File: config.mk
export PLATFORM = sky130hd
export DESIGN_NAME = rx_int_ack_vector_logic
export DESIGN_NICKNAME = d
export VERILOG_FILES = /design/src/verilog/rx_int_ack_pkg.sv /design/src/verilog/rx_int_ack_vector_logic.sv
export SDC_FILE = /design/constraint.sdc
export NUM_CORES = 1
export LEC_CHECK = 0
export ABC_AREA = 1
export BUFFER_PORTS_ARGS = -buffer_cell sky130_fd_sc_hd__clkbuf_2
export CAP_MARGIN = 20
export CORE_MARGIN = 3
export CORE_UTILIZATION = 45
export CTS_BUF_LIST = sky130_fd_sc_hd__clkbuf_16
export DETAILED_ROUTE_END_ITERATION = 7
export PLACE_DENSITY = 0.72
export SYNTH_ARGS = -nofsm -noshare
export SYNTH_HDL_FRONTEND = slang
export SYNTH_SLANG_ARGS = --single-unit
File: constraint.sdc
create_clock -name clk -period 4.6 [get_ports clk]
set_input_delay 0.23 -clock clk [delete_from_list [all_inputs] [get_ports clk]]
set_output_delay 0.23 -clock clk [all_outputs]
set_load 0.01 [all_outputs]
File: src/verilog/rx_int_ack_pkg.sv
// constants and types shared by the receive interrupt and acknowledge logic
package rx_int_ack_pkg;

  // ****************************************************************
  // register offsets
  // ****************************************************************
  localparam logic [3:0] OFS_COMMAND      = 4'h0;
  localparam logic [3:0] OFS_INT_ENABLE   = 4'h1;
  localparam logic [3:0] OFS_VECTOR       = 4'h2;
  localparam logic [3:0] OFS_PENDING      = 4'h3;
  localparam logic [3:0] OFS_MASTER_CTRL  = 4'h9;
  localparam logic [3:0] OFS_EXT_FEATURE  = 4'h7;
  localparam logic [3:0] OFS_MAIN_STATUS  = 4'h0;
  localparam logic [3:0] OFS_RX_ERROR     = 4'h1;
  localparam logic [3:0] OFS_RX_DATA      = 4'h8;

  // ****************************************************************
  // field positions and codes
  // ****************************************************************
  localparam int MIC_VIS   = 0;
  localparam int MIC_NV    = 1;
  localparam int MIC_MIE   = 3;
  localparam int MIC_SHSL  = 4;
  localparam int MIC_SWACK = 5;
  localparam int IE_EXT    = 0;
  localparam int IE_TX     = 1;
  localparam int IE_PAR    = 2;
  localparam int IE_MODE_L = 3;
  localparam int EF_THRESH = 3;
  localparam int ERR_PAR   = 4;
  localparam int ERR_OVR   = 5;
  localparam int ERR_FRM   = 6;
  localparam int ERR_EOF   = 7;
  localparam logic [2:0] CMD_RESET_IUS  = 3'h7;
  localparam logic [2:0] CMD_ERR_RESET  = 3'h6;
  localparam logic [2:0] CMD_NEXT_RX    = 3'h4;
  localparam logic [1:0] RXM_OFF        = 2'h0;
  localparam logic [1:0] RXM_FIRST      = 2'h1;
  localparam logic [1:0] RXM_ALL        = 2'h2;
  localparam logic [1:0] RXM_SPECIAL    = 2'h3;
  localparam int NSRC = 6;
  localparam int THRESH_BYTES = 4;

  // ****************************************************************
  // reset values
  // ****************************************************************
  localparam logic [7:0] RST_MASTER_CTRL = 8'h00;
  localparam logic [7:0] RST_INT_ENABLE  = 8'h00;
  localparam logic [7:0] RST_EXT_FEATURE = 8'h00;
  localparam logic [7:0] RST_VECTOR_BASE = 8'h00;

  // register bus request
  typedef struct packed {
    logic       wr;
    logic       rd;
    logic       chan_a;
    logic [3:0] addr;
    logic [7:0] wdata;
  } reg_req_t;

  // received character with its error bits
  typedef struct packed {
    logic       valid;
    logic [7:0] data;
    logic [3:0] err;
  } rx_char_t;

endpackage

File: src/verilog/rx_int_ack_vector_logic.sv
// receive interrupt, acknowledge and vector logic of a two-channel serial controller
//
// The address-and-strobe port and the register addresses were chosen for this implementation.
`timescale 1ns/100ps
module rx_int_ack_vector_logic
  import rx_int_ack_pkg::*;
#(
  parameter int FIFO_DEPTH = 8
) (
  // clock and reset
  input  wire logic     clk,
  input  wire logic     srst,
  // register port
  input  wire reg_req_t req,
  output logic [7:0]    rdata,
  // receivers, one per channel (index 1 = channel a)
  input  wire rx_char_t rx_in [2],
  input  wire logic     tx_empty [2],
  input  wire logic     ext_change [2],
  // acknowledge and daisy chain pins
  input  wire logic     int_ack_n,
  input  wire logic     chain_in,
  output logic          int_req_n,
  output logic          chain_out,
  output logic [7:0]    vec_out,
  output logic          vec_oe
);

  localparam int AW = $clog2(FIFO_DEPTH);

  // ****************************************************************
  // pin synchronisers
  // ****************************************************************
  logic [1:0] ack_s, chi_s;
  always_ff @(posedge clk) begin
    if (srst) begin
      ack_s <= 2'h3;
      chi_s <= 2'h3;
    end else begin
      ack_s <= {ack_s[0], int_ack_n};
      chi_s <= {chi_s[0], chain_in};
    end
  end
  logic ack_q;
  always_ff @(posedge clk) begin
    if (srst) ack_q <= 1'b0;
    else ack_q <= ~ack_s[1];
  end
  logic ack_act;
  assign ack_act = ~ack_s[1];

  // ****************************************************************
  // control registers
  // ****************************************************************
  logic [7:0] master_int_ctrl_reg, vector_base;
  logic [7:0] int_enable_reg [2];
  logic [7:0] extended_feature_reg [2];
  logic       wr_cmd;
  logic [2:0] cmd_code;
  assign wr_cmd   = req.wr && req.addr == OFS_COMMAND;
  assign cmd_code = req.wdata[5:3];

  always_ff @(posedge clk) begin
    if (srst) begin
      master_int_ctrl_reg <= RST_MASTER_CTRL;
      vector_base         <= RST_VECTOR_BASE;
    end else if (req.wr) begin
      if (req.addr == OFS_MASTER_CTRL) master_int_ctrl_reg <= req.wdata;
      if (req.addr == OFS_VECTOR) vector_base <= req.wdata;
    end
  end

  logic sw_ack_mode, global_int_enable, vector_status_include, no_vector_bit;
  assign sw_ack_mode           = master_int_ctrl_reg[MIC_SWACK];
  assign global_int_enable     = master_int_ctrl_reg[MIC_MIE];
  assign vector_status_include = master_int_ctrl_reg[MIC_VIS] & ~sw_ack_mode;
  assign no_vector_bit         = master_int_ctrl_reg[MIC_NV] & ~sw_ack_mode;

  // ****************************************************************
  // per channel receive fifo and pending bits
  // ****************************************************************
  // src order, low to high priority: b tx, b ext, b rx; a tx, a ext, a rx
  logic [NSRC-1:0] pending_bit;
  logic [NSRC-1:0] under_service_bit;
  logic            special [2];
  logic [7:0]      rx_top  [2];
  logic [3:0]      err_top [2];
  logic [AW:0]     rx_count [2];
  logic            rx_pop  [2];
  logic            reset_ius;
  logic            soft_ack;

  genvar ch;
  generate
    for (ch = 0; ch < 2; ch++) begin : g_ch
      logic [11:0] mem [FIFO_DEPTH];
      logic [AW-1:0] rp, wp;
      logic [AW:0]   cnt;
      logic          lock, first_armed;
      logic [1:0]    mode;
      logic          par_sp, thr, sp_exit, sp_any4, chr_irq, sp_irq;
      logic          sel_wr;

      assign sel_wr = req.wr && (req.chan_a == 1'(ch));
      always_ff @(posedge clk) begin
        if (srst) begin
          int_enable_reg[ch]       <= RST_INT_ENABLE;
          extended_feature_reg[ch] <= RST_EXT_FEATURE;
        end else if (sel_wr) begin
          if (req.addr == OFS_INT_ENABLE) int_enable_reg[ch] <= req.wdata;
          if (req.addr == OFS_EXT_FEATURE) extended_feature_reg[ch] <= req.wdata;
        end
      end
      assign mode   = int_enable_reg[ch][IE_MODE_L+1:IE_MODE_L];
      assign par_sp = int_enable_reg[ch][IE_PAR];
      assign thr    = extended_feature_reg[ch][EF_THRESH];

      // data and error live in one entry so one read pops both
      assign rx_pop[ch] = req.rd && req.addr == OFS_RX_DATA && req.chan_a == 1'(ch)
                          && cnt != '0 && !lock;
      always_ff @(posedge clk) begin
        if (srst) begin
          rp  <= '0;
          wp  <= '0;
          cnt <= '0;
        end else begin
          if (rx_in[ch].valid && cnt != (AW+1)'(FIFO_DEPTH)) begin
            mem[wp] <= {rx_in[ch].data, rx_in[ch].err};
            wp      <= wp + 1'b1;
          end
          if (rx_pop[ch]) rp <= rp + 1'b1;
          cnt <= cnt + (AW+1)'(rx_in[ch].valid && cnt != (AW+1)'(FIFO_DEPTH))
                     - (AW+1)'(rx_pop[ch]);
        end
      end
      assign rx_count[ch] = cnt;
      assign rx_top[ch]   = mem[rp][11:4];
      assign err_top[ch]  = mem[rp][3:0];

      function automatic logic is_sp(input logic [3:0] e);
        is_sp = e[ERR_OVR-4] | e[ERR_FRM-4] | e[ERR_EOF-4] | (par_sp & e[ERR_PAR-4]);
      endfunction
      assign sp_exit = cnt != '0 && is_sp(err_top[ch]);
      always_comb begin
        sp_any4 = 1'b0;
        for (int i = 0; i < THRESH_BYTES; i++)
          if (AW'(i) < cnt[AW-1:0] || cnt[AW])
            sp_any4 |= is_sp(mem[rp + AW'(i)][3:0]);
      end

      // special condition locks the exit slot until error reset, except in threshold mode or in the all-characters mode
      always_ff @(posedge clk) begin
        if (srst) lock <= 1'b0;
        // a fresh lock beats an error reset in the same cycle, so no status is lost
        else if (rx_pop[ch] && is_sp(err_top[ch]) && !thr && mode != RXM_ALL) lock <= 1'b1;
        else if (sel_wr && wr_cmd && cmd_code == CMD_ERR_RESET) lock <= 1'b0;
      end
      always_ff @(posedge clk) begin
        if (srst) first_armed <= 1'b1;
        else if (sel_wr && wr_cmd && cmd_code == CMD_NEXT_RX) first_armed <= 1'b1;
        else if (mode == RXM_FIRST && rx_pop[ch]) first_armed <= 1'b0;
      end

      always_comb begin
        chr_irq = 1'b0;
        sp_irq  = 1'b0;
        case (mode)
          RXM_FIRST: begin
            chr_irq = first_armed && cnt != '0;
            sp_irq  = lock;
          end
          RXM_ALL: begin
            chr_irq = thr ? cnt >= (AW+1)'(THRESH_BYTES) : cnt != '0;
            sp_irq  = thr ? sp_any4 : sp_exit;
          end
          RXM_SPECIAL: sp_irq = lock;
          default: ;
        endcase
      end
      assign special[ch] = sp_irq;

      // pending bits follow their conditions, so removal clears them
      always_ff @(posedge clk) begin
        if (srst) pending_bit[3*ch +: 3] <= '0;
        else pending_bit[3*ch +: 3] <= {chr_irq | sp_irq,
                                        ext_change[ch] & int_enable_reg[ch][IE_EXT],
                                        tx_empty[ch] & int_enable_reg[ch][IE_TX]};
      end
    end
  endgenerate

  // ****************************************************************
  // priority, under-service and acknowledge
  // ****************************************************************
  logic [NSRC-1:0] grant;
  logic [NSRC-1:0] ius_high;
  logic            any_grant;
  always_comb begin
    grant = '0;
    any_grant = 1'b0;
    for (int i = NSRC-1; i >= 0; i--) begin
      if (!any_grant && under_service_bit[i]) any_grant = 1'b1;  // masks lower ones
      else if (!any_grant && pending_bit[i]) begin
        grant[i]  = 1'b1;
        any_grant = 1'b1;
      end
    end
  end
  always_comb begin
    ius_high = '0;
    for (int i = NSRC-1; i >= 0; i--)
      if (under_service_bit[i] && ius_high == '0) ius_high[i] = 1'b1;
  end

  logic read_vec;
  assign read_vec  = req.rd && req.addr == OFS_VECTOR;
  assign soft_ack  = read_vec && sw_ack_mode && chi_s[1];
  assign reset_ius = wr_cmd && cmd_code == CMD_RESET_IUS;
  logic hard_ack;
  assign hard_ack = ack_act && !ack_q && chi_s[1];

  always_ff @(posedge clk) begin
    if (srst) under_service_bit <= '0;
    else if (hard_ack || soft_ack) under_service_bit <= under_service_bit | grant;
    else if (reset_ius) under_service_bit <= under_service_bit & ~ius_high;
  end

  // ****************************************************************
  // vector build
  // ****************************************************************
  function automatic logic [2:0] src_code(input logic [NSRC-1:0] g);
    logic [2:0] c;
    c = 3'h3;  // nothing pending reads as channel b special
    for (int i = 0; i < NSRC; i++)
      if (g[i]) c = {i >= 3, (i % 3 == 2), (i % 3 == 1)};
    if ((g[2] && special[0]) || (g[5] && special[1])) c[0] = 1'b1;
    return c;
  endfunction
  function automatic logic [7:0] put_status(input logic [7:0] v, input logic [2:0] c);
    logic [7:0] r;
    r = v;
    if (master_int_ctrl_reg[MIC_SHSL]) r[6:4] = {c[0], c[1], c[2]};
    else r[3:1] = c;
    return r;
  endfunction

  // status names the highest pending source not below one in service, even one already in service
  logic [NSRC-1:0] top_pend;
  logic            top_hit;
  always_comb begin
    top_pend = '0;
    top_hit  = 1'b0;
    for (int i = NSRC-1; i >= 0; i--) begin
      if (!top_hit && pending_bit[i]) begin
        top_pend[i] = 1'b1;
        top_hit     = 1'b1;
      end else if (under_service_bit[i]) top_hit = 1'b1;
    end
  end

  logic [NSRC-1:0] shown;
  assign shown = (no_vector_bit && under_service_bit != '0) ? ius_high : top_pend;
  logic [7:0] vec_mod;
  assign vec_mod = put_status(vector_base, src_code(shown));

  // ****************************************************************
  // outputs
  // ****************************************************************
  logic irq;
  assign irq = global_int_enable && chi_s[1] && grant != '0 && !ack_act;
  always_ff @(posedge clk) begin
    if (srst) int_req_n <= 1'b1;
    else int_req_n <= ~irq | soft_ack;
  end
  always_ff @(posedge clk) begin
    if (srst) chain_out <= 1'b0;
    else chain_out <= chi_s[1] && under_service_bit == '0 && !soft_ack
                      && !(ack_act && pending_bit != '0);
  end
  // vector captured once per acknowledge and held stable on the bus
  always_ff @(posedge clk) begin
    if (srst) begin
      vec_out <= 8'h00;
      vec_oe  <= 1'b0;
    end else begin
      vec_oe <= ack_act && !no_vector_bit && (any_grant || ack_q) && chi_s[1];
      if (hard_ack) vec_out <= vector_status_include ? vec_mod : vector_base;
    end
  end

  // read data is sampled in one edge, so a new interrupt mid-read cannot tear it
  always_ff @(posedge clk) begin
    if (srst) rdata <= 8'h00;
    else if (req.rd) begin
      case (req.addr)
        OFS_VECTOR: rdata <= (req.chan_a && (sw_ack_mode || !vector_status_include))
                             ? vector_base : vec_mod;
        OFS_PENDING: rdata <= req.chan_a ? {2'h0, pending_bit[5], pending_bit[3],
                              pending_bit[4], pending_bit[2], pending_bit[0],
                              pending_bit[1]} : 8'h00;
        OFS_MAIN_STATUS: rdata <= {7'h00, rx_count[req.chan_a] != '0};
        OFS_RX_ERROR: rdata <= {err_top[req.chan_a], 4'h0};
        OFS_RX_DATA: rdata <= rx_top[req.chan_a];
        default: rdata <= 8'h00;
      endcase
    end else rdata <= 8'h00;
  end

endmodule

==> metrics.md <==
| Metric | Value |
|---|---|
| Status | finished, final reports clean |
| CP required | 5.07 ns |
| Fmax achieved | 343 MHz |
| PortBufs | 67 |
| Post-synth cell types | 54 |
| Number of synthesized flops with an enable pin | 204 |
| Layout cells sized above 1 | 11.7% |
| Post-CTS setup buffers | 0 |
| DIE HEIGHT | 179 µm |
| CP top delay family | simple AND/OR/NAND/NOR gates |
| Final #Nets | 1636 |
| Pins Over Slew Limit | 0 |
| Die Wd | 179 µm |
| Peak supply drop | 0.344 mV |
| Final Hold Viols | 0 |
| Slew HR | 43.5% |
| YS warnings | 0 |
| Gate power share | 12.3% |
| Post-DP HPWL | 23900 µm |
| TritonRoute pass-1 iters | 5 |
| TritonCTS Buffers | 29 |
| FP Rows | 62 |
| Pwr dens | 382 nW/µm² |
| Die Footprint | 32000 µm² |
| Number of buffers and inverters on the critical path | 2 |
| Internal | 4.40 mW |
| Clock buffer depth | 3 |
| Startpoint types | register |
| Initial Util | 46.3% |
| P_leak | 6.14 nW |
| Vias | 10.7k |
| Max FFs per register | 192 |
| Sequential power share | 49.2% |
| Register bit total from synthesis | 283 |
| Asr flop ratio synth | 0% |
| Worst r2r src | g_ch[0].rp[0]$_SDFFE_PP0P_ |
| Worst-Skew Late Latency | 0.55 ns |
| Residual DRC | 0 |
| CP dominant cell by count | nand2_1 |
| Post-Syn Area | 13500 µm² |
| Worst path slowest cell | dfxtp_1 |
| I/O pins | 68 |
| Worst Setup SP | g_ch[0].rp[0]$_SDFFE_PP0P_ |
| Maxcap violations | 0 |
| GR Util All Layers | 21.8% |
| DP Cell Count | 1877 |
| FF-to-FF End | rdata[6]$_SDFF_PP0_ |
| Worst path arrival time | 3.39 ns |
| Syn Nets | 1541 |
| CORE AREA | 29100 µm² |
| CTS Sinks | 283 |
| R2R Setup Slk | 1.68 ns |
| Root Buffer | clkbuf_16 |
| Unrepaired setup endpoints after global routing | false |
| Synth Flop Type | edfxtp_1 |
| CP Capture Type | register |
| Crit path largest cell delay | 0.80 ns |
| CTS tree | yes |
| Antenna-violating nets left | 0 |
| Synth Area per Inst | 9.21 µm² |
| 1st-iter DRT viols | 1064 |
| WL/cell | 17.8 µm |
| First-pass GRT wire length | 54800 µm |
| Sw Pwr | 1.50 mW |
| Share of the clock period used by the worst path | 63.4% |
| Area growth from synthesis to layout | 14.6% |
| Hold WC Path Type | in2reg |
| GRT Residual Overflow | 0 |
| Routed vias/inst | 5.47 |
| Crit path depth | 17 |
| Fin area | 15400 µm² |
| Crit-path cells | inv_2 > ha_1 > inv_1 > nand2_1 > nand3_1 > nand2_1 > nor2_1 > nor2_1 > nand2_1 > nand2_1 > nand2_2 > nand3_2 > nand3_1 > nand2_1 > nand3_1 > nand2_1 > a21oi_1 |
| Crit Path Category | reg2reg |
| Min Clock Period, post-route | 2.92 ns |
| CP max FO | 23 |
| Placed standard-cell area | 14200 µm² |
| H-tree levels | 1 |
| DRT Wirelength | 34800 µm |
| R2R depth | 17 |
| GP Congestion | 0.890 |
| Clock Power Share | 38.5% |
| Hold slack | 0.0170 ns |
| Worst Skew | 0.00707 ns |
| Worst setup endpoint | rdata[6]$_SDFF_PP0_ |
| Vias in the first global route | 10.4k |
| Diodes inserted | 0 |
| Syn Inst Count | 1462 |
| Setup_tns | 0 ns |
| Clk slew on worst S/H paths | 0.06 ns |
| Largest net degree at the start of global routing | 53 |
| Endpoints failing setup | 0 |
| Sequential area share after synthesis | 57.2% |
| Design Power | 5.90 mW |
| Slew @ Worst Pin | 0.839 ns |
| Layout Cells excl Fill | 1963 |
| Sw Ratio | 25.5% |
| Initial antenna violation count | 1 |
-- layout by cell type (no fill, tap or decap), types with 5 or more instances in the layout --
cell and n:
o22ai_1 6, clkbuf_16 29, o211ai_1 10, ha_1 28, a21oi_1 62, inv_2 12
nand3_1 135, clkinv_1 7, o221ai_1 26, dlygate4sd3_1 32, inv_1 168, nor3_1 9
nand2_2 5, nand2_1 274, buf_4 21, clkbuf_2 67, o21ai_1 12, nand4_1 14
nor3_2 9, nor2_1 170, o21ai_0 123, edfxtp_1 204, dfxtp_1 79
-- cell families after synthesis --
kind of cell | after synthesis | share of synthesized area [%]
and+or+nand+nor | 639 | 20.5
DFF | 283 | 57.2
AOI/OAI and AO/OA | 269 | 11.8
buffers and inverters | 235 | 7.27
adders and majority gates | 30 | 2.90
xor gates and xnor gates | 6 | 0.390
-- cell usage after synthesis (2+ instances only) --
| library cell | n | share of area, % |
|---|---|---|
| inv_1 | 162 | 4.5 |
| nand3_2 | 4 | 0.30 |
| nand4_1 | 14 | 0.65 |
| o21ai_0 | 123 | 4.6 |
| nor3b_1 | 2 | 0.11 |
| o311ai_0 | 2 | 0.13 |
| nand2_2 | 5 | 0.23 |
| edfxtp_1 | 204 | 45 |
| nor2_1 | 171 | 4.8 |
| dfxtp_1 | 79 | 12 |
| nand3_1 | 135 | 5.0 |
| buf_2 | 16 | 0.59 |
| a21oi_1 | 62 | 2.3 |
| clkbuf_1 | 30 | 0.84 |
| a31oi_1 | 3 | 0.14 |
| a22o_1 | 2 | 0.13 |
| o211ai_1 | 10 | 0.56 |
| xnor2_1 | 4 | 0.26 |
| ha_1 | 28 | 2.6 |
| fa_1 | 2 | 0.30 |
| a32oi_1 | 3 | 0.20 |
| buf_4 | 5 | 0.28 |
| or2_2 | 4 | 0.19 |
| nor2_4 | 3 | 0.25 |
| a211oi_1 | 4 | 0.22 |
| xor2_1 | 2 | 0.13 |
| o211ai_2 | 2 | 0.19 |
| inv_4 | 2 | 0.093 |
| o22ai_1 | 6 | 0.28 |
| a21oi_2 | 4 | 0.26 |
| inv_2 | 10 | 0.28 |
| nand2_4 | 2 | 0.17 |
| nand2_1 | 274 | 7.6 |
| nor3_1 | 17 | 0.63 |
| o21ai_2 | 3 | 0.20 |
| clkinv_1 | 3 | 0.084 |
| o221ai_1 | 26 | 1.7 |
| buf_6 | 7 | 0.59 |
| o21ai_1 | 12 | 0.45 |
-- metrics by stage --
stage	utilization, %	setup WS [ns]
after detailed placement	48.8	1.58
final	53.1	1.68
after floorplan	-	2.28
after global routing	53.1	1.39
after CTS	53.0	1.70
after global placement	48.7	1.76
-- worst reg2reg max path, stage by stage, from the launching register on --
cell,delay [ns]
dfxtp_1,0.80
inv_2,0.34
ha_1,0.46
inv_1,0.14
nand2_1,0.07
nand3_1,0.07
nand2_1,0.05
nor2_1,0.11
nor2_1,0.06
nand2_1,0.05
nand2_1,0.05
nand2_2,0.09
nand3_2,0.08
nand3_1,0.12
nand2_1,0.07
nand3_1,0.07
nand2_1,0.06
a21oi_1,0.13
-- power groups by stage --
stage / registers [mW] / logic [mW] / clock network (mW)
2_1_floorplan: 2.94 / 0.480 / 0
3_3_place_gp: 2.95 / 0.673 / 0
3_5_place_dp: 2.96 / 0.690 / 0
4_1_cts: 2.90 / 0.717 / 2.30
5_1_grt: 2.91 / 0.819 / 2.40
6_report: 2.91 / 0.725 / 2.27
-- metal layers --
metal  wire [µm]  global-route usage (%)
met2       16800                    36.2
met1       14800                    29.4
met5          13                       0
met3        2360                    3.24
met4         864                    7.40
-- worst min-delay path by stage --
stage | to | cells after the start | slack [ns] | startpoint
global route | g_ch[0].mem[4][2]$_DFFE_PP_ | 1 | 0.02 | rx_in[15]
CTS | vector_base[2]$_SDFFE_PP0P_ | 3 | 0.0006 | req[2]
detailed placement | chi_s[1]$_SDFF_PP1_ | 1 | 0.40 | chi_s[0]$_SDFF_PP1_
finish | g_ch[0].mem[5][1]$_DFFE_PP_ | 1 | 0.02 | rx_in[14]
floorplan | g_ch[0].mem[0][0]$_DFFE_PP_ | 0 | 0.33 | rx_in[13]
global placement | chi_s[1]$_SDFF_PP1_ | 1 | 0.40 | chi_s[0]$_SDFF_PP1_
-- cell type report --
class	instances	area [µm²]
fill	2609	13700
sequential	283	7710
multi-input combinational	944	4820
timing repair buffer	122	836
clock buffer	29	726
inverter	177	669
tap	384	480
clock inverter	24	194
-- what timing repair did --
action                                 in CTS  in global routing
hold buffers                               32                  0
endpoints found under the hold margin     181                  0
gates resized for setup                     0                  0
Note: power is estimated with default switching activity, not from simulation.
